==> src/shared/lsf_consts.vh <==
// Constants of the LIN status-flag block: register indices, bit positions, reset values, timing.
// Included by the design files; definitions only.
`ifndef LSF_CONSTS_VH
`define LSF_CONSTS_VH

// Printed register indices (byte address is four times the index)
`define LSF_IDX_CONTROL     8'h08
`define LSF_IDX_STATUS      8'h09
`define LSF_IDX_FAULT       8'h0a
`define LSF_IDX_EVENTS      8'h0f
`define LSF_ADDR_CONTROL    6'h20
`define LSF_ADDR_STATUS     6'h24
`define LSF_ADDR_FAULT      6'h28
`define LSF_ADDR_EVENTS     6'h3c

// Status bit positions
`define LSF_ST_ACTIVE       7
`define LSF_ST_IDLE         6
`define LSF_ST_ABORT        5
`define LSF_ST_DREQ         4
`define LSF_ST_IRQ          3
`define LSF_ST_ERR          2
`define LSF_ST_WAKE         1
`define LSF_ST_DONE         0

// Control bit positions
`define LSF_CT_HALT         7
`define LSF_CT_SLEEP        6
`define LSF_CT_IRQ_CLR      3
`define LSF_CT_FAULT_CLR    2

// Extra configuration register bit
`define LSF_EV_SLAVE        0

`define LSF_RESET_BYTE      8'h00

// Idle timeout: four seconds at 50 MHz
`define LSF_IDLE_TIME_S     4
`define LSF_CLK_HZ          50000000
`define LSF_IDLE_CYCLES     (`LSF_IDLE_TIME_S * `LSF_CLK_HZ)

// AXI response codes
`define LSF_RESP_OKAY       2'h0
`define LSF_RESP_SLVERR     2'h2

`endif

==> src/rtl/lsf_idle_timer.v <==
// Idle-timeout counter for the LIN status-flag block.
// Assumes activity and sleep levels synchronous to aclk.
`timescale 1ns/1ps
`include "lsf_consts.vh"
module lsf_idle_timer #(
  parameter [31:0] IDLE_CYCLES = `LSF_IDLE_CYCLES
) (
  input  wire aclk,
  input  wire aresetn,
  input  wire enable,
  input  wire bus_active,
  input  wire bus_asleep,
  output reg  timed_out
);

  reg [31:0] count;

  // Counter saturates at the limit so it never wraps back below it
  always @(posedge aclk)
  begin
    if (!aresetn)
    begin
      count     <= 32'h00000000;
      timed_out <= 1'b0;
    end
    else if (!enable || bus_active || bus_asleep)
    begin
      count     <= 32'h00000000;
      timed_out <= 1'b0;
    end
    else if (count >= IDLE_CYCLES - 32'h00000001)
    begin
      timed_out <= 1'b1;
    end
    else
    begin
      count <= count + 32'h00000001;
    end
  end

endmodule

==> src/rtl/lsf_status_regs.v <==
// LIN status-flag register bank with AXI4-Lite slave.
// Assumes frame engine and bus monitor give one-cycle event pulses and levels on aclk.
`timescale 1ns/1ps
`include "lsf_consts.vh"
module lsf_status_regs #(
  parameter [31:0] IDLE_CYCLES = `LSF_IDLE_CYCLES
) (
  input  wire        aclk,
  input  wire        aresetn,
  input  wire [5:0]  s_axi_awaddr,
  input  wire        s_axi_awvalid,
  output reg         s_axi_awready,
  input  wire [31:0] s_axi_wdata,
  input  wire [3:0]  s_axi_wstrb,
  input  wire        s_axi_wvalid,
  output reg         s_axi_wready,
  output reg  [1:0]  s_axi_bresp,
  output reg         s_axi_bvalid,
  input  wire        s_axi_bready,
  input  wire [5:0]  s_axi_araddr,
  input  wire        s_axi_arvalid,
  output reg         s_axi_arready,
  output reg  [31:0] s_axi_rdata,
  output reg  [1:0]  s_axi_rresp,
  output reg         s_axi_rvalid,
  input  wire        s_axi_rready,
  input  wire        bus_active,
  input  wire        break_seen,
  input  wire        frame_start,
  input  wire        frame_end,
  input  wire        data_id_seen,
  input  wire        irq_event,
  input  wire [4:0]  fault_event,
  input  wire        wake_sending,
  input  wire        wake_received,
  input  wire        bus_asleep,
  output reg         slave_mode,
  output reg         sleep_enable,
  output reg         halt_active,
  output reg  [7:0]  lin_status_out
);

  ////////////////////////////////////////////////////////////////////////
  // Flag state
  reg        idle_timeout_flag;
  reg        abort_flag;
  reg        data_request_flag;
  reg        irq_pending_flag;
  reg        fault_flag;
  reg        wake_flag;
  reg        done_flag;
  reg        in_frame;
  reg  [4:0] lin_fault_detail;
  reg        wake_rx_held;
  wire [4:0] next_fault_detail;
  wire       idle_hit;
  wire [7:0] lin_status;

  // Write channel capture
  reg        aw_held;
  reg        w_held;
  reg  [5:0] aw_addr;
  reg  [31:0] w_data;
  reg  [3:0] w_strb;
  wire       do_write;
  wire       wr_ctrl;
  wire       wr_ev;
  wire       irq_clear_bit;
  wire       fault_clear_bit;
  wire       halt_write;

  assign do_write        = aw_held && w_held && !s_axi_bvalid;
  assign wr_ctrl         = do_write && aw_addr == `LSF_ADDR_CONTROL && w_strb[0];
  assign wr_ev           = do_write && aw_addr == `LSF_ADDR_EVENTS && w_strb[0];
  assign irq_clear_bit   = wr_ctrl && w_data[`LSF_CT_IRQ_CLR];
  assign fault_clear_bit = wr_ctrl && w_data[`LSF_CT_FAULT_CLR];
  assign halt_write      = wr_ctrl && w_data[`LSF_CT_HALT] && slave_mode;

  ////////////////////////////////////////////////////////////////////////
  // Idle timer
  // idle timeout count
  lsf_idle_timer #(
    .IDLE_CYCLES (IDLE_CYCLES)
  ) u_idle (
    .aclk       (aclk),
    .aresetn    (aresetn),
    .enable     (slave_mode),
    .bus_active (bus_active),
    .bus_asleep (bus_asleep),
    .timed_out  (idle_hit)
  );

  ////////////////////////////////////////////////////////////////////////
  // Status flags, one register each
  // every flag resets to zero
  always @(posedge aclk)
  begin
    if (!aresetn)
      idle_timeout_flag <= 1'b0;
    else
      idle_timeout_flag <= slave_mode && idle_hit && !bus_asleep;
  end

  always @(posedge aclk)
  begin
    if (!aresetn)
      abort_flag <= 1'b0;
    else if (slave_mode && ((break_seen && in_frame) || halt_write))
      abort_flag <= 1'b1;
    // clean break clears; never shown outside slave mode
    else if (!slave_mode || (break_seen && !in_frame))
      abort_flag <= 1'b0;
  end

  // halt until break; a halt written with a break still holds
  always @(posedge aclk)
  begin
    if (!aresetn)
      halt_active <= 1'b0;
    else if (halt_write)
      halt_active <= 1'b1;
    else if (break_seen)
      halt_active <= 1'b0;
  end

  // data identifier request; a new frame rearms it
  always @(posedge aclk)
  begin
    if (!aresetn)
      data_request_flag <= 1'b0;
    else if (slave_mode && data_id_seen)
      data_request_flag <= 1'b1;
    else if (frame_start || !slave_mode)
      data_request_flag <= 1'b0;
  end

  always @(posedge aclk)
  begin
    if (!aresetn)
      irq_pending_flag <= 1'b0;
    else if (irq_event)
      irq_pending_flag <= 1'b1;
    else if (irq_clear_bit)
      irq_pending_flag <= 1'b0;
  end

  always @(posedge aclk)
  begin
    if (!aresetn)
      fault_flag <= 1'b0;
    else if (|fault_event)
      fault_flag <= 1'b1;
    else if (fault_clear_bit)
      fault_flag <= 1'b0;
  end

  // fault detail per bit; a new fault wins over the clear
  genvar gi;
  generate
    for (gi = 0; gi < 5; gi = gi + 1)
    begin : g_fault
      assign next_fault_detail[gi] = fault_event[gi] | (lin_fault_detail[gi] & !fault_clear_bit);
    end
  endgenerate

  always @(posedge aclk)
  begin
    if (!aresetn)
      lin_fault_detail <= 5'h00;
    else
      lin_fault_detail <= next_fault_detail;
  end

  // a received wakeup holds until the bus moves again
  always @(posedge aclk)
  begin
    if (!aresetn)
      wake_rx_held <= 1'b0;
    else if (wake_received)
      wake_rx_held <= 1'b1;
    else if (frame_start || bus_active)
      wake_rx_held <= 1'b0;
  end

  // high while sending or while a received wakeup is held, so it drops when both have ended
  always @(posedge aclk)
  begin
    if (!aresetn)
      wake_flag <= 1'b0;
    else
      wake_flag <= wake_sending || wake_received || (wake_rx_held && !frame_start && !bus_active);
  end

  always @(posedge aclk)
  begin
    if (!aresetn)
      done_flag <= 1'b0;
    else if (frame_end)
      done_flag <= 1'b1;
    else if (frame_start)
      done_flag <= 1'b0;
  end

  // Frame window tells an abort from a clean break
  always @(posedge aclk)
  begin
    if (!aresetn)
      in_frame <= 1'b0;
    else if (frame_start)
      in_frame <= 1'b1;
    else if (frame_end)
      in_frame <= 1'b0;
  end

  assign lin_status = {bus_active, idle_timeout_flag, abort_flag, data_request_flag,
                       irq_pending_flag, fault_flag, wake_flag, done_flag};

  always @(posedge aclk)
  begin
    if (!aresetn)
      lin_status_out <= `LSF_RESET_BYTE;
    else
      lin_status_out <= lin_status;
  end

  ////////////////////////////////////////////////////////////////////////
  // Configuration bits held by the bank
  always @(posedge aclk)
  begin
    if (!aresetn)
    begin
      slave_mode   <= 1'b0;
      sleep_enable <= 1'b0;
    end
    else
    begin
      if (wr_ev)
        slave_mode <= w_data[`LSF_EV_SLAVE];
      if (wr_ctrl)
        sleep_enable <= w_data[`LSF_CT_SLEEP];
    end
  end

  ////////////////////////////////////////////////////////////////////////
  // AXI4-Lite write path; address and data taken in either order
  always @(posedge aclk)
  begin
    if (!aresetn)
    begin
      aw_held       <= 1'b0;
      w_held        <= 1'b0;
      aw_addr       <= 6'h00;
      w_data        <= 32'h00000000;
      w_strb        <= 4'h0;
      s_axi_awready <= 1'b0;
      s_axi_wready  <= 1'b0;
      s_axi_bvalid  <= 1'b0;
      s_axi_bresp   <= `LSF_RESP_OKAY;
    end
    else
    begin
      s_axi_awready <= !aw_held && !s_axi_awready && s_axi_awvalid;
      s_axi_wready  <= !w_held && !s_axi_wready && s_axi_wvalid;
      if (s_axi_awvalid && s_axi_awready)
      begin
        aw_held <= 1'b1;
        aw_addr <= s_axi_awaddr;
      end
      if (s_axi_wvalid && s_axi_wready)
      begin
        w_held <= 1'b1;
        w_data <= s_axi_wdata;
        w_strb <= s_axi_wstrb;
      end
      if (do_write)
      begin
        aw_held      <= 1'b0;
        w_held       <= 1'b0;
        s_axi_bvalid <= 1'b1;
        if (aw_addr == `LSF_ADDR_CONTROL || aw_addr == `LSF_ADDR_EVENTS ||
            aw_addr == `LSF_ADDR_STATUS || aw_addr == `LSF_ADDR_FAULT)
          s_axi_bresp <= `LSF_RESP_OKAY;
        else
          s_axi_bresp <= `LSF_RESP_SLVERR;
      end
      else if (s_axi_bvalid && s_axi_bready)
        s_axi_bvalid <= 1'b0;
    end
  end

  ////////////////////////////////////////////////////////////////////////
  // AXI4-Lite read path
  reg [31:0] next_rdata;
  reg [1:0]  next_rresp;

  always @*
  begin
    next_rdata = 32'h00000000;
    next_rresp = `LSF_RESP_OKAY;
    case (s_axi_araddr)
      `LSF_ADDR_CONTROL: next_rdata = {24'h000000, 1'b0, sleep_enable, 6'h00};
      `LSF_ADDR_STATUS:  next_rdata = {24'h000000, lin_status};
      `LSF_ADDR_FAULT:   next_rdata = {27'h0000000, lin_fault_detail};
      `LSF_ADDR_EVENTS:  next_rdata = {30'h00000000, halt_active, slave_mode};
      default:           next_rresp = `LSF_RESP_SLVERR;
    endcase
  end

  always @(posedge aclk)
  begin
    if (!aresetn)
    begin
      s_axi_arready <= 1'b0;
      s_axi_rvalid  <= 1'b0;
      s_axi_rdata   <= 32'h00000000;
      s_axi_rresp   <= `LSF_RESP_OKAY;
    end
    else
    begin
      s_axi_arready <= !s_axi_arready && !s_axi_rvalid && s_axi_arvalid;
      if (s_axi_arvalid && s_axi_arready)
      begin
        s_axi_rvalid <= 1'b1;
        s_axi_rdata  <= next_rdata;
        s_axi_rresp  <= next_rresp;
      end
      else if (s_axi_rvalid && s_axi_rready)
        s_axi_rvalid <= 1'b0;
    end
  end

endmodule

==> config.mk <==
export PLATFORM = sky130hd
export DESIGN_NAME = lsf_status_regs
export DESIGN_NICKNAME = d
export VERILOG_FILES = /design/src/rtl/lsf_idle_timer.v /design/src/rtl/lsf_status_regs.v
export VERILOG_INCLUDE_DIRS = /design/src /design/src/shared
export SDC_FILE = /design/constraint.sdc
export NUM_CORES = 1
export LEC_CHECK = 0
export BUFFER_PORTS_ARGS = -buffer_cell sky130_fd_sc_hd__buf_4
export CAP_MARGIN = 10
export CORE_MARGIN = 2
export CORE_UTILIZATION = 51
export CTS_CLUSTER_DIAMETER = 80
export DETAILED_ROUTE_END_ITERATION = 7
export PLACE_DENSITY = 0.81
export SLEW_MARGIN = 20
export SYNTH_ARGS = -nofsm -noshare
export SYNTH_HDL_FRONTEND = slang
export SYNTH_HIERARCHICAL = 1
export SYNTH_SLANG_ARGS = --single-unit
==> constraint.sdc <==
create_clock -name aclk -period 2.3 [get_ports aclk]
set_input_delay 0.115 -clock aclk [delete_from_list [all_inputs] [get_ports aclk]]
set_output_delay 0.115 -clock aclk [all_outputs]
set_load 0.01 [all_outputs]
==> metrics.cfg <==
[outcome]
outcome=finished clean

[timing]
fin_skew_ns=0.00988
rsz0062_at_grt=false
max_freq_ghz=0.472
setup_ws_ns=0.181
hold_violations=0
timing.final.crit_share=0.921
worst_slew_pin_slew_ns=0.818
setup_viol=0
period_needed_ns=2.12
holdWs_ns=0.0133
tns_ns=0
max_slew_margin=0.447
slew_viol_final=0

[drt]
drc=0
via_count=3418
routed_via_density=5.50
avgRoutedWirePerCell_um=13.5
routed_wl_um=8400
antenna_left=0
drt-initial-drc-count=144
drt_first_pass_iters=4

[power]
vdd_drop_max_v=0.000342
p_leak_nw=1.81
powerDensity_nw_per_um2=608

[clock_network]
htree_levels=3
root_buffer=clkbuf_8
clkLatencyLatePin_ns=0.36
cts.sinks=87
clkTransAtPathRegs_ns=0.09
cts_buffer_depth=2
cts_tree=built
cts_buffers=9

[final_layout]
num_antenna_cells=0
final_common_cell=dfxtp_1
fin_nets=588
mostFrequentLayoutCells=dfxtp_1, buf_4, a21oi_1
utilization=0.636
fill_cells=639
drive_gt1_frac=0.193
instances_no_fill=622
multiInputGateArea_um2=1910
regArea_um2=1740
area_growth_pct=19.6

[logic_synthesis]
synth_seq_cells=87
synth_flop_cell=dfxtp_1
netlist_instances=448
netlist_area_um2=3900
synth_edf_count=0
seq_area_frac_synth=0.447
ys_warn_count=6
syn_avg_cell_area_um2=8.70
synth_cell_type_count=50
async_flop_share=0

[floorplan]
coreArea_um2=7330
die_w_um=91.4
num_rows=31
die_y_um=91.4
die_area_um2=8360
initial_core_util=0.532
ioPinCount=121

[global_route]
overflow=0
grt_pass1_wl_um=14000
grt_start_max_net_pins=29
antenna_found_initial=0
grt_pass1_vias=3052
grtUsageTotal=0.206

[worst_hold_path]
hold_path.class=primary input to flip-flop

[placed_design]
dpl.cell_count=596
port_buffers=64
dp_slack_ns=0.0867
finalWeightedCongestion=0.873
dpl.hpwl_um=5870

[critical_path]
worstPathArrival_ns=2.41
startpoint_type=flip-flop
setup.worst_path.end_class=flip-flop
path_max_fanout=5
cp.required_ns=2.59
critical_path_class=flip-flop to flip-flop

[flow_run]
maxCapViolCount=0

[report_power, final]
part	switching [mW]	internal [mW]	leakage, nW
Clock	0.558	0.510	0.0973
Sequential	0.0249	1.54	0.707
Combinational	0.103	0.0991	1.01
[cells by family (layout without fill, tap and decap cells)]
group           Yosys count  in the layout  share of synthesized area
flops                    87             87                      0.447
other cells               1             26                   0.000962
fa+ha+maj                 1              1                    0.00321
simple gates            183            183                      0.277
compound gates          109            109                      0.169
xor+xnor                  1              1                    0.00225
buf+inv                  61            111                     0.0873
mux                       5              5                     0.0132
[cells in the mapped netlist, types with 6 or more instances]
library cell	n	area, um^2
buf_4	26	195
or4_1	10	75.1
nand3_1	25	125
and4_1	6	52.6
and3_1	6	37.5
dfxtp_1	87	1740
o21ai_0	26	130
or3_1	16	100
clkbuf_1	16	60.1
nand4_1	11	68.8
a21oi_1	49	245
a221oi_1	6	52.6
a31oi_1	8	50.1
nand2_1	43	161
o31ai_1	7	52.6
and3b_1	7	61.3
nor2_1	14	52.6
inv_1	13	48.8
and2_1	14	87.6
[cell type report]
class	instances	share of cell area
Clock inverter	6	0.0148
Tap cell	99	0.0266
Multi-Input combinational cell	325	0.410
Clock buffer	10	0.0274
Sequential cell	87	0.374
Timing Repair Buffer	82	0.138
Inverter	13	0.0105
[worst paths after layout]
kind | start | end | slack, ns | cells past startpoint
max | u_idle/count[10] | u_idle/count[13] | 0.18 | 6
min | s_axi_bready | s_axi_bvalid | 0.01 | 3
max reg2reg | u_idle/count[10] | u_idle/count[13] | 0.18 | 6
min reg2reg | w_data[3] | irq_pending_flag | 0.46 | 1
[metal layers]
metal | vias to the layer above | wire length [um] | GRT usage
met5 | - | 0 | 0
met1 | 1599 | 3850 | 0.271
met2 | 90 | 4050 | 0.330
li1 | 1716 | - | -
met3 | 13 | 352 | 0.0398
met4 | 0 | 146 | 0.0859
[repair_timing]
item,4_1_cts,5_1_grt
hold buffers,9,0
hold endpoints to repair,9,0
gates resized for setup,0,1
buffers inserted,0,1
endpoints found under the setup margin,0,4
[critical path: stages, from the launching register on]
cell and delay, ns:
dfxtp_1 0.34, or4_1 0.53, a311oi_2 0.25, o211ai_2 0.15, buf_4 0.16, or4_1 0.49, a21oi_1 0.14
[sequential cells by signal, indices dropped and copies added, names as in the netlist, 5 cells and up]
signal            count
u_idle/count         32
lin_status_out        8
s_axi_rdata           8
aw_addr               6
lin_fault_detail      5
w_data                5
[through the flow]
step                cell area (um^2)  power, mW
CTS                             4650       2.85
global placement                4360       1.78
global route                    4660       2.95
floorplan                       3990       1.72
detailed placement              4360       1.78
finish                          4660       2.83
Note: power is estimated with default switching activity, not from simulation.
